<file path="config.mk">
export PLATFORM = sky130hd
export DESIGN_NAME = interlock_brake_supervisor
export DESIGN_NICKNAME = d
export VERILOG_FILES = /design/src/hdl/ibs_pkg.sv /design/src/hdl/interlock_brake_supervisor.sv
export SDC_FILE = /design/constraint.sdc
export NUM_CORES = 2
export LEC_CHECK = 0
export ABC_CLOCK_PERIOD_IN_PS = 123500
export BUFFER_PORTS_ARGS = -buffer_cell sky130_fd_sc_hd__buf_2
export CORE_MARGIN = 2
export CORE_UTILIZATION = 60
export CTS_BUF_LIST = sky130_fd_sc_hd__clkbuf_8
export DETAILED_ROUTE_END_ITERATION = 10
export GPL_TIMING_DRIVEN = 0
export PLACE_DENSITY_LB_ADDON = 0.2
export SETUP_SLACK_MARGIN = 0.02
export SYNTH_ARGS = -nofsm -noshare
export SYNTH_HDL_FRONTEND = slang
export SYNTH_SLANG_ARGS = --single-unit
</file>
<file path="constraint.sdc">
create_clock -name pclk -period 123.5 [get_ports pclk]
set_input_delay 6.175 -clock pclk [delete_from_list [all_inputs] [get_ports pclk]]
set_output_delay 6.175 -clock pclk [all_outputs]
set_load 0.02 [all_outputs]
</file>
<file path="src/hdl/ibs_pkg.sv">
// What this block does
// - enabled: interlock off commands regen stop
// - disabled: bridge off after sequencing delay
// - high-speed decel rate programmable, default 1.5s
// - low-speed decel rate programmable, default 2.0s
// - hold contactor and bridge for settle time
// - timeout timer starts at interlock removal
// - timeout before zero speed engages parking brake
// - regen continues with parking brake while moving
// - timeout only for brake kind 1 or 2
// - supervision switch gates all supervision faults
// - key-on: interlock must stay off tiedown time; never checked: tiedown resets to 0, which ends the window on the first clock
// - tiedown time zero disables the check
// - envelope is initial speed plus tolerance
// - envelope flat for ramp delay
// - envelope then falls at ramp rate
// - rollback beyond limit after zero crossing faults
package ibs_pkg;
    // register word indices (printed offset is word index)
    localparam logic [15:0] idx_decel_hs   = 16'h30f4;
    localparam logic [15:0] idx_decel_ls   = 16'h30f5;
    localparam logic [15:0] idx_enable     = 16'h30f6;
    localparam logic [15:0] idx_timeout    = 16'h30f7;
    localparam logic [15:0] idx_ramp_delay = 16'h3118;
    localparam logic [15:0] idx_ramp_rate  = 16'h3119;
    localparam logic [15:0] idx_tolerance  = 16'h311e;
    localparam logic [15:0] idx_sup_en     = 16'h311f;
    localparam logic [15:0] idx_roll_limit = 16'h3121;
    localparam logic [15:0] idx_settle     = 16'h321d;
    localparam logic [15:0] idx_tiedown    = 16'h32d6;
    localparam logic [15:0] idx_status     = 16'h3300;
    localparam logic [15:0] idx_mask       = 16'h3301;
    localparam logic [15:0] idx_state      = 16'h3302;
    // reset values in raw units
    localparam logic [15:0] rst_decel_hs   = 16'h05dc; // 1500 ms
    localparam logic [15:0] rst_decel_ls   = 16'h07d0; // 2000 ms
    localparam logic [15:0] rst_timeout    = 16'h0271; // 5.0 s in 8 ms units
    localparam logic [15:0] rst_ramp_delay = 16'h01f4; // 500 ms
    localparam logic [15:0] rst_ramp_rate  = 16'h1388; // 5000 ms
    localparam logic [15:0] rst_tolerance  = 16'h01f4; // 500 rpm
    localparam logic [15:0] rst_roll_limit = 16'ha000; // 10.0 rev, 4096 counts/rev
    localparam logic [15:0] rst_settle     = 16'h01f4; // 500 ms
    localparam logic [15:0] rst_tiedown    = 16'h0000;
    // time base: one millisecond tick
    localparam int          tick_ms        = 1;
    localparam int          tmo_unit_ms    = 8;     // one timeout raw count
    localparam int          clk_mhz        = 100;
    localparam int          ms_cycles      = tick_ms * clk_mhz * 1000;
    localparam logic [7:0]  persist_ms     = 8'h40; // 64 ms above envelope
    localparam logic [15:0] typ_max_rpm    = 16'h1770; // 6000 rpm reference
    // status bit positions
    localparam int st_tiedown = 0;
    localparam int st_overspd = 1;
    localparam int st_rollbk  = 2;
    localparam int st_timeout = 3;

    typedef enum logic [4:0] {
        s_idle   = 5'b00001,
        s_brake  = 5'b00010,
        s_settle = 5'b00100,
        s_coast  = 5'b01000,
        s_done   = 5'b10000
    } seq_t;

    typedef struct packed {
        logic [15:0] decel_hs, decel_ls, timeout, ramp_delay, ramp_rate;
        logic [15:0] tolerance, roll_limit, settle, tiedown;
        logic        enable, sup_en;
        logic [3:0]  mask;
    } cfg_t;

    typedef struct packed {
        logic        regen_stop;
        logic        bridge_en;
        logic        contactor;
        logic        parking_brake;
        logic [15:0] decel_rate;
    } drive_t;
endpackage

</file>
<file path="src/hdl/interlock_brake_supervisor.sv">
// Added by the designer: the APB interface to the registers.
`timescale 1ns/100ps
module interlock_brake_supervisor #(
    parameter int ms_div = ibs_pkg::ms_cycles
)(
    input  wire logic                 pclk,
    input  wire logic                 presetn,
    input  wire logic                 psel,
    input  wire logic                 penable,
    input  wire logic                 pwrite,
    input  wire logic [17:0]          paddr,
    input  wire logic [31:0]          pwdata,
    output logic      [31:0]          prdata,
    output logic                      pready,
    output logic                      pslverr,
    input  wire logic                 interlock_in,
    input  wire logic                 seq_delay_done,
    input  wire logic signed [15:0]   motor_rpm,
    input  wire logic signed [31:0]   motor_pos,
    input  wire logic [15:0]          zero_speed_threshold,
    input  wire logic [1:0]           parking_brake_kind,
    input  wire logic [15:0]          high_speed_rpm,
    output ibs_pkg::drive_t           drive,
    output logic                      tiedown_ok,
    output logic                      irq
);
    typedef struct packed {
        ibs_pkg::cfg_t      cfg;
        ibs_pkg::seq_t      seq;
        logic [3:0]         status;
        logic [1:0]         il_sync;
        logic [31:0]        div;
        logic               tick;
        logic [15:0]        t_tmo;   // timeout counter, ms
        logic [15:0]        t_set;   // settle counter, ms
        logic [15:0]        t_sup;   // ms since interlock off
        logic [15:0]        t_tie;   // tiedown counter
        logic               tie_busy;
        logic [7:0]         t_over;
        logic [31:0]        env;     // envelope, rpm << 16
        logic               crossed;
        logic signed [31:0] zpos;
        logic [31:0]        prdata;
        ibs_pkg::drive_t    drive;
    } st_t;

    // registered state and its next value
    st_t cur, nxt;

    // bus decode
    logic        wr, rd;
    logic [15:0] widx;

    // speed and travel helpers
    logic        il_on, moving;
    logic [15:0] spd_abs;
    logic [31:0] roll_abs, env_step, env_init;

    // access phase strobes
    assign wr      = psel && penable && pwrite;
    assign rd      = psel && penable && !pwrite;

    // word index from byte address
    assign widx    = paddr[17:2];

    // the slave never stalls or errors
    assign pready  = 1'b1;        // zero wait states
    assign pslverr = 1'b0;

    // outputs straight from flops
    assign prdata  = cur.prdata;
    assign drive   = cur.drive;

    // window over, no fault seen
    assign tiedown_ok = !cur.tie_busy && !cur.status[ibs_pkg::st_tiedown];

    // level irq from masked sticky bits
    assign irq     = |(cur.status & cur.cfg.mask);

    // next-state logic; one update per pclk, slow timers advance on tick
    always_comb
    begin
        // hold everything by default
        nxt      = cur;

        // only the second sync flop is read
        il_on    = cur.il_sync[1];

        // speed magnitude, either direction
        spd_abs  = motor_rpm[15] ? 16'(-motor_rpm) : motor_rpm;

        // at or below threshold counts as stopped
        moving   = spd_abs > zero_speed_threshold;

        // travel since first zero crossing
        roll_abs = 32'(motor_pos - cur.zpos);
        if (roll_abs[31])
            roll_abs = 32'(-roll_abs);

        // falling slope per ms: typical max over ramp rate
        env_step = (cur.cfg.ramp_rate == 16'h0) ? 32'hffffffff
                 : 32'(({16'h0, ibs_pkg::typ_max_rpm} << 16) / {16'h0, cur.cfg.ramp_rate});
        // scale of one plus tolerance taken as additive rpm margin
        env_init = 32'({16'h0, spd_abs} + {16'h0, cur.cfg.tolerance}) << 16;

        // two flops: interlock is a pin
        nxt.il_sync = {cur.il_sync[0], interlock_in};

        // millisecond tick, one cycle wide
        // a single clock: slow timers use it as enable
        nxt.tick    = 1'b0;
        nxt.div     = cur.div + 32'h1;
        if (cur.div >= 32'(ms_div - 1))
        begin
            nxt.div  = 32'h0;
            nxt.tick = 1'b1;
        end

        // register writes
        // taken at the access edge only
        // unmapped words are ignored
        if (wr)
        begin
            case (widx)
                ibs_pkg::idx_decel_hs:   nxt.cfg.decel_hs   = pwdata[15:0];
                ibs_pkg::idx_decel_ls:   nxt.cfg.decel_ls   = pwdata[15:0];
                ibs_pkg::idx_enable:     nxt.cfg.enable     = pwdata[0];
                ibs_pkg::idx_timeout:    nxt.cfg.timeout    = pwdata[15:0];
                ibs_pkg::idx_ramp_delay: nxt.cfg.ramp_delay = pwdata[15:0];
                ibs_pkg::idx_ramp_rate:  nxt.cfg.ramp_rate  = pwdata[15:0];
                ibs_pkg::idx_tolerance:  nxt.cfg.tolerance  = pwdata[15:0];
                ibs_pkg::idx_sup_en:     nxt.cfg.sup_en     = pwdata[0];
                ibs_pkg::idx_roll_limit: nxt.cfg.roll_limit = pwdata[15:0];
                ibs_pkg::idx_settle:     nxt.cfg.settle     = pwdata[15:0];
                ibs_pkg::idx_tiedown:    nxt.cfg.tiedown    = pwdata[15:0];
                ibs_pkg::idx_mask:       nxt.cfg.mask       = pwdata[3:0];
                default: ;
            endcase
        end

        // register reads; status read clears, events below win over it
        // data latched in read setup, held until the next read setup
        // so the master can take it at the access edge
        if (psel && !penable && !pwrite)
        begin
            case (widx)
                ibs_pkg::idx_decel_hs:   nxt.prdata = {16'h0, cur.cfg.decel_hs};
                ibs_pkg::idx_decel_ls:   nxt.prdata = {16'h0, cur.cfg.decel_ls};
                ibs_pkg::idx_enable:     nxt.prdata = {31'h0, cur.cfg.enable};
                ibs_pkg::idx_timeout:    nxt.prdata = {16'h0, cur.cfg.timeout};
                ibs_pkg::idx_ramp_delay: nxt.prdata = {16'h0, cur.cfg.ramp_delay};
                ibs_pkg::idx_ramp_rate:  nxt.prdata = {16'h0, cur.cfg.ramp_rate};
                ibs_pkg::idx_tolerance:  nxt.prdata = {16'h0, cur.cfg.tolerance};
                ibs_pkg::idx_sup_en:     nxt.prdata = {31'h0, cur.cfg.sup_en};
                ibs_pkg::idx_roll_limit: nxt.prdata = {16'h0, cur.cfg.roll_limit};
                ibs_pkg::idx_settle:     nxt.prdata = {16'h0, cur.cfg.settle};
                ibs_pkg::idx_tiedown:    nxt.prdata = {16'h0, cur.cfg.tiedown};
                ibs_pkg::idx_status:     nxt.prdata = {28'h0, cur.status};
                ibs_pkg::idx_mask:       nxt.prdata = {28'h0, cur.cfg.mask};
                ibs_pkg::idx_state:      nxt.prdata = {27'h0, cur.seq};
                default:                 nxt.prdata = 32'h0;
            endcase
        end

        // read of status clears it
        if (rd && widx == ibs_pkg::idx_status)
            nxt.status = 4'h0;

        // key-on tiedown: interlock must read off for the whole window
        // a shorted switch would read on
        // and then is flagged as a fault
        if (cur.tie_busy && cur.tick)
        begin
            if (il_on)
                nxt.status[ibs_pkg::st_tiedown] = 1'b1;
            if (cur.t_tie + 16'h1 >= cur.cfg.tiedown)
                nxt.tie_busy = 1'b0;
            nxt.t_tie = cur.t_tie + 16'h1;
        end

        // zero time switches the check off
        if (cur.cfg.tiedown == 16'h0)
            nxt.tie_busy = 1'b0;

        // braking sequencer
        // regen is only asked for while braking, or in settle while still moving
        nxt.drive.regen_stop = 1'b0;

        case (cur.seq)
            // interlock on: drive normally
            ibs_pkg::s_idle:
            begin
                // power stage up, brake released
                nxt.drive.bridge_en     = 1'b1;
                nxt.drive.contactor     = 1'b1;
                nxt.drive.parking_brake = 1'b0;

                // timers restart, so they count from removal
                nxt.t_tmo = 16'h0;
                nxt.t_sup = 16'h0;
                nxt.t_over = 8'h0;
                nxt.crossed = 1'b0;

                // envelope tracks entry speed
                nxt.env = env_init;

                // no braking while the key-on window runs
                if (!il_on && cur.tie_busy == 1'b0)
                    nxt.seq = cur.cfg.enable ? ibs_pkg::s_brake : ibs_pkg::s_coast;
            end

            // regen stop toward zero speed
            ibs_pkg::s_brake:
            begin
                nxt.drive.regen_stop = 1'b1;

                // rate picked by present speed
                nxt.drive.decel_rate = (spd_abs >= high_speed_rpm)
                                     ? cur.cfg.decel_hs
                                     : cur.cfg.decel_ls;

                // timeout count in milliseconds
                if (cur.tick)
                    nxt.t_tmo = cur.t_tmo + 16'h1;

                // timeout counted in 8 ms units of the raw field
                // escalation is one event: status set only once
                if ((parking_brake_kind == 2'd1 || parking_brake_kind == 2'd2)
                    && cur.tick && (cur.t_tmo >= 16'(cur.cfg.timeout * ibs_pkg::tmo_unit_ms))
                    && moving && !cur.drive.parking_brake)
                begin
                    nxt.drive.parking_brake = 1'b1;
                    nxt.status[ibs_pkg::st_timeout] = 1'b1;
                end

                // stopped: hold position a while
                if (!moving)
                begin
                    nxt.seq   = ibs_pkg::s_settle;
                    nxt.t_set = 16'h0;
                end
            end

            // position hold after zero speed
            ibs_pkg::s_settle:
            begin
                // position hold runs with contactor and bridge kept on
                nxt.drive.regen_stop = moving;
                if (cur.tick)
                    nxt.t_set = cur.t_set + 16'h1;

                // settle time over: stand down
                if (cur.t_set >= cur.cfg.settle)
                    nxt.seq = ibs_pkg::s_done;
            end

            // no regen: bridge off after delay
            ibs_pkg::s_coast:
            begin
                // the external sequencer owns the delay
                if (seq_delay_done)
                begin
                    nxt.drive.bridge_en = 1'b0;
                    nxt.seq = ibs_pkg::s_done;
                end
            end

            // sequence finished
            ibs_pkg::s_done:
            begin
                // bridge off in both cases
                nxt.drive.bridge_en     = 1'b0;
                nxt.drive.contactor     = !cur.cfg.enable;

                // coasting keeps wheels free, a regen stop parks
                nxt.drive.parking_brake = cur.cfg.enable;
            end

            // illegal code: back to idle
            default: nxt.seq = ibs_pkg::s_idle;
        endcase

        // interlock back on ends any sequence
        if (il_on && cur.seq != ibs_pkg::s_idle)
            nxt.seq = ibs_pkg::s_idle;

        // supervision envelope and rollback while braking or settling
        if (cur.seq == ibs_pkg::s_brake || cur.seq == ibs_pkg::s_settle)
        begin
            // ms since removal, saturating
            if (cur.tick && cur.t_sup < 16'hffff)
                nxt.t_sup = cur.t_sup + 16'h1;

            // flat first, then falling
            if (cur.tick && cur.t_sup >= cur.cfg.ramp_delay)
                nxt.env = (cur.env > env_step) ? cur.env - env_step : 32'h0;

            // count ms spent above the envelope
            // any dip below restarts the count
            if (cur.tick)
            begin
                if ({16'h0, spd_abs} > (cur.env >> 16)
                    + {16'h0, zero_speed_threshold})
                    nxt.t_over = (cur.t_over < 8'hff) ? cur.t_over + 8'h1 : cur.t_over;
                else
                    nxt.t_over = 8'h0;
            end

            // persistent overspeed faults
            if (cur.cfg.sup_en && cur.t_over >= ibs_pkg::persist_ms)
                nxt.status[ibs_pkg::st_overspd] = 1'b1;

            // remember position at first zero crossing
            if (!moving && !cur.crossed)
            begin
                nxt.crossed = 1'b1;
                nxt.zpos    = motor_pos;
            end

            // limit raw units match position counts, 4096 per rev
            if (cur.cfg.sup_en && cur.crossed
                && roll_abs > {16'h0, cur.cfg.roll_limit})
                nxt.status[ibs_pkg::st_rollbk] = 1'b1;
        end
    end

    // state register; reset loads documented defaults
    // only constants in the reset branch
    always_ff @(posedge pclk or negedge presetn)
    begin
        if (!presetn)
        begin
            // clear all, then load defaults
            cur <= '0;

            // sync starts at the idle level of the pin
            // so no false removal follows reset
            cur.il_sync        <= 2'b11;

            // settings at their defaults
            cur.cfg.decel_hs   <= ibs_pkg::rst_decel_hs;
            cur.cfg.decel_ls   <= ibs_pkg::rst_decel_ls;
            cur.cfg.timeout    <= ibs_pkg::rst_timeout;
            cur.cfg.ramp_delay <= ibs_pkg::rst_ramp_delay;
            cur.cfg.ramp_rate  <= ibs_pkg::rst_ramp_rate;
            cur.cfg.tolerance  <= ibs_pkg::rst_tolerance;
            cur.cfg.roll_limit <= ibs_pkg::rst_roll_limit;
            cur.cfg.settle     <= ibs_pkg::rst_settle;
            cur.cfg.tiedown    <= ibs_pkg::rst_tiedown;

            // both switches default on
            cur.cfg.enable     <= 1'b1;
            cur.cfg.sup_en     <= 1'b1;

            // sequencer idles
            cur.seq            <= ibs_pkg::s_idle;
            cur.tie_busy       <= 1'b1;  // key-on window starts at reset release
        end
        else
            // one update per clock
            cur <= nxt;
    end
endmodule

</file>
==> impl_metrics.env <==
export IMPL_vias=48800
export IMPL_core_um2=81800
export IMPL_routed_wl_mm=153
export IMPL_hold_class="flip-flop to flip-flop"
export IMPL_nets=7304
export IMPL_vias_per_cell=6.35
export IMPL_cts_buffer_depth=3
export IMPL_dieArea_um2=84600
export IMPL_critical_path_slowest_cell="clkbuf_1"
export IMPL_status="finished, final reports clean"
export IMPL_drt_iter0_markers=3806
export IMPL_critical_path_max_fanout=13
export IMPL_yosys_warnings=0
export IMPL_place_congestion=1.02
export IMPL_start_util_pct=60.4
export IMPL_period_needed_ns=114.59
export IMPL_cts_max_level=2
export IMPL_grt_pass1_wl_mm=244
export IMPL_cts_hold_fix_buffers=0
export IMPL_top_layer="met5"
export IMPL_cts_sinks=368
export IMPL_cp_arrival_ns=115.06
export IMPL_crit_type="flip-flop to flip-flop"
export IMPL_grt_max_degree=112
export IMPL_wl_met3_mm=10.3
export IMPL_required_ns=123.97
export IMPL_fillCellCount=7231
export IMPL_port_buffers=146
export IMPL_clk_pin_slew_ns=0.07
export IMPL_hold_violations=0
export IMPL_synthesis_area_um2=49400
export IMPL_max_cap_viol_count=0
export IMPL_worst_path_buf_inv=56
export IMPL_yosysMostFrequentCell="ha_1"
export IMPL_dieWidth_um=291
export IMPL_yosysTopAreaCell="dfrtp_1"
export IMPL_setup_viol_count_final=0
export IMPL_fmax_mhz=8.73
export IMPL_post_route_period_util_pct=92.8
export IMPL_drive_above_1_share_pct=11.2
export IMPL_critPathLaunchType="flip-flop"
export IMPL_syn_area_per_cell_um2=7.80
export IMPL_rsz0062_at_grt="false"
export IMPL_synth_top_cell_area_share_pct=16.2
export IMPL_setup_tns_ns=0
export IMPL_synth_edf_count=0
export IMPL_wl_met2_mm=70.2
export IMPL_critPathTopFamily="compound AO/OA/AOI/OAI gates"
export IMPL_cts_buffers=53
export IMPL_grt_antenna_before_repair=2
export IMPL_finClkSkew_ns=0.0246
export IMPL_yosys_top_cells_count="589 x ha_1, 549 x nand2_1, 524 x nor2_1"
export IMPL_ioPinCount=195
export IMPL_cp_slowest_stage_delay_ns=0.78
export IMPL_dr_pass1_iters=8
export IMPL_worst_slew_pin_transition_ns=1.40
export IMPL_wl_met1_mm=65.0
export IMPL_cts_tree="built"
export IMPL_drv_slew=0
export IMPL_ys_seq_area_share_pct=18.8
export IMPL_synth_flop_cell="dfrtp_1"
export IMPL_clock_latency_ns=0.63
export IMPL_cp_common_cell="o21ai_0"
export IMPL_wl_per_cell_um=19.9
export IMPL_grt_pass1_vias=46200
export IMPL_slew_limit_headroom_pct=6.56
export IMPL_hpwl_mm=120
export IMPL_area_growth_pct=7.54
export IMPL_grtUsageTotal_pct=35.0
export IMPL_ant_nets=0
export IMPL_worst_setup_path_end_kind="flip-flop"
export IMPL_postSynth_asyncResetShare_pct=100
export IMPL_yosysUniqueCellTypes=126
export IMPL_grt_overflow_total=0
export IMPL_synth_area_leaders="dfrtp_1 16%, ha_1 15%, mux2_2 5.4%, xnor2_1 4.8%, a21oi_1 4.7%"
export IMPL_die_h_um=291
export IMPL_rows=105
export IMPL_cts_root_buf="clkbuf_8"
export IMPL_synth_seq_cells=368
export IMPL_drc_errors=0
export IMPL_syn_inst=6334
-- sequential cells by signal (all words and copies together), names as in the netlist --
register and count:
cur 332, drive 20, prdata 16
-- cells in the final DEF (no fill, tap or decap), types with 164 or more instances in the layout --
cell	count
inv_1	364
xnor2_1	269
nand3_1	164
mux2_2	237
ha_1	589
nor2_1	524
dfrtp_1	319
a21o_1	211
nand2_1	549
a21oi_1	461
nand2b_1	170
o21ai_0	443
-- cell type report --
| cell class | instances | area, um2 | share of cell area [%] |
|---|---|---|---|
| Antenna cell | 2 | 5.00 | 0.00942 |
| Buffer | 251 | 1200 | 2.26 |
| Clock buffer | 75 | 1030 | 1.94 |
| Clock inverter | 25 | 303 | 0.570 |
| Inverter | 368 | 1380 | 2.60 |
| Multi-Input combinational cell | 5378 | 37700 | 71.0 |
| Sequential cell | 368 | 9270 | 17.4 |
| Tap cell | 1070 | 1340 | 2.52 |
| Timing Repair Buffer | 152 | 898 | 1.69 |
-- layer usage --
metal | up-vias | track usage, %
met4 | 2 | 15.7
met2 | 1715 | 59.2
li1 | 23700 | -
met5 | - | 0
met1 | 23100 | 45.4
met3 | 394 | 3.31
-- path summary, 6_finish.rpt --
path	slack, ns	startpoint	cells after the start	end
max in group asynchronous	116.18	presetn	4	cur[117]$_DFFE_PN0P_
setup / recovery	8.91	cur[304]$_DFFE_PN0P_	502	cur[116]$_DFF_PN0_
hold reg to reg	0.36	cur[223]$_DFF_PN1_	0	cur[224]$_DFF_PN1_
hold / removal	0.36	cur[223]$_DFF_PN1_	0	cur[224]$_DFF_PN1_
min in group asynchronous	5.46	presetn	1	cur[73]$_DFFE_PN0P_
setup reg to reg	8.91	cur[304]$_DFFE_PN0P_	502	cur[116]$_DFF_PN0_
-- worst register-to-register path, delay by kind of cell (launching register included) --
family                   cells  cell delay [ns]
flip-flops                   1             0.36
AO/OA/AOI/OAI              244            51.46
XOR/XNOR                     1             0.18
buffers and inverters       56            19.72
adder cells (fa/ha/maj)     32            11.03
multiplexers                 5             1.49
AND/OR/NAND/NOR            164            30.30
-- through the flow --
step / cells / util, % / hold WS, ns / instance area [um2] / setup WS (ns)
after floorplan: 6365 / - / 0.345 / 49500 / 34.58
after global placement: 7581 / 63.0 / 0.345 / 51600 / 12.31
after detailed placement: 7585 / 63.2 / 0.347 / 51700 / 11.54
after CTS: 7685 / 64.8 / 0.357 / 53000 / 11.10
after global routing: 7688 / 64.9 / 0.359 / 53100 / 0.365
final: 7689 / 64.9 / 0.356 / 53100 / 8.91
-- cells by family (layout without fill, tap and decap cells) --
logic type / count (synthesis) / count (layout) / share of synthesized area [%]
DFF: 368 / 368 / 18.8
adders and majority gates: 593 / 593 / 15.1
AOI/OAI and AO/OA: 1936 / 1936 / 25.7
and+or+nand+nor: 2102 / 2102 / 21.2
xor gates and xnor gates: 416 / 416 / 7.38
other: 2 / 35 / 0.0152
muxes: 298 / 298 / 6.64
buffers and inverters: 619 / 871 / 5.23
-- what timing repair did --
| item | in CTS | in global routing |
|---|---|---|
| buffers inserted | 0 | 0 |
| setup endpoints to repair | 0 | 2 |
| gates resized for setup | 0 | 3 |
Power is left out: the tool's default activity adds up to more than one toggle a clock period on the data nets, which glitch-free logic cannot reach.
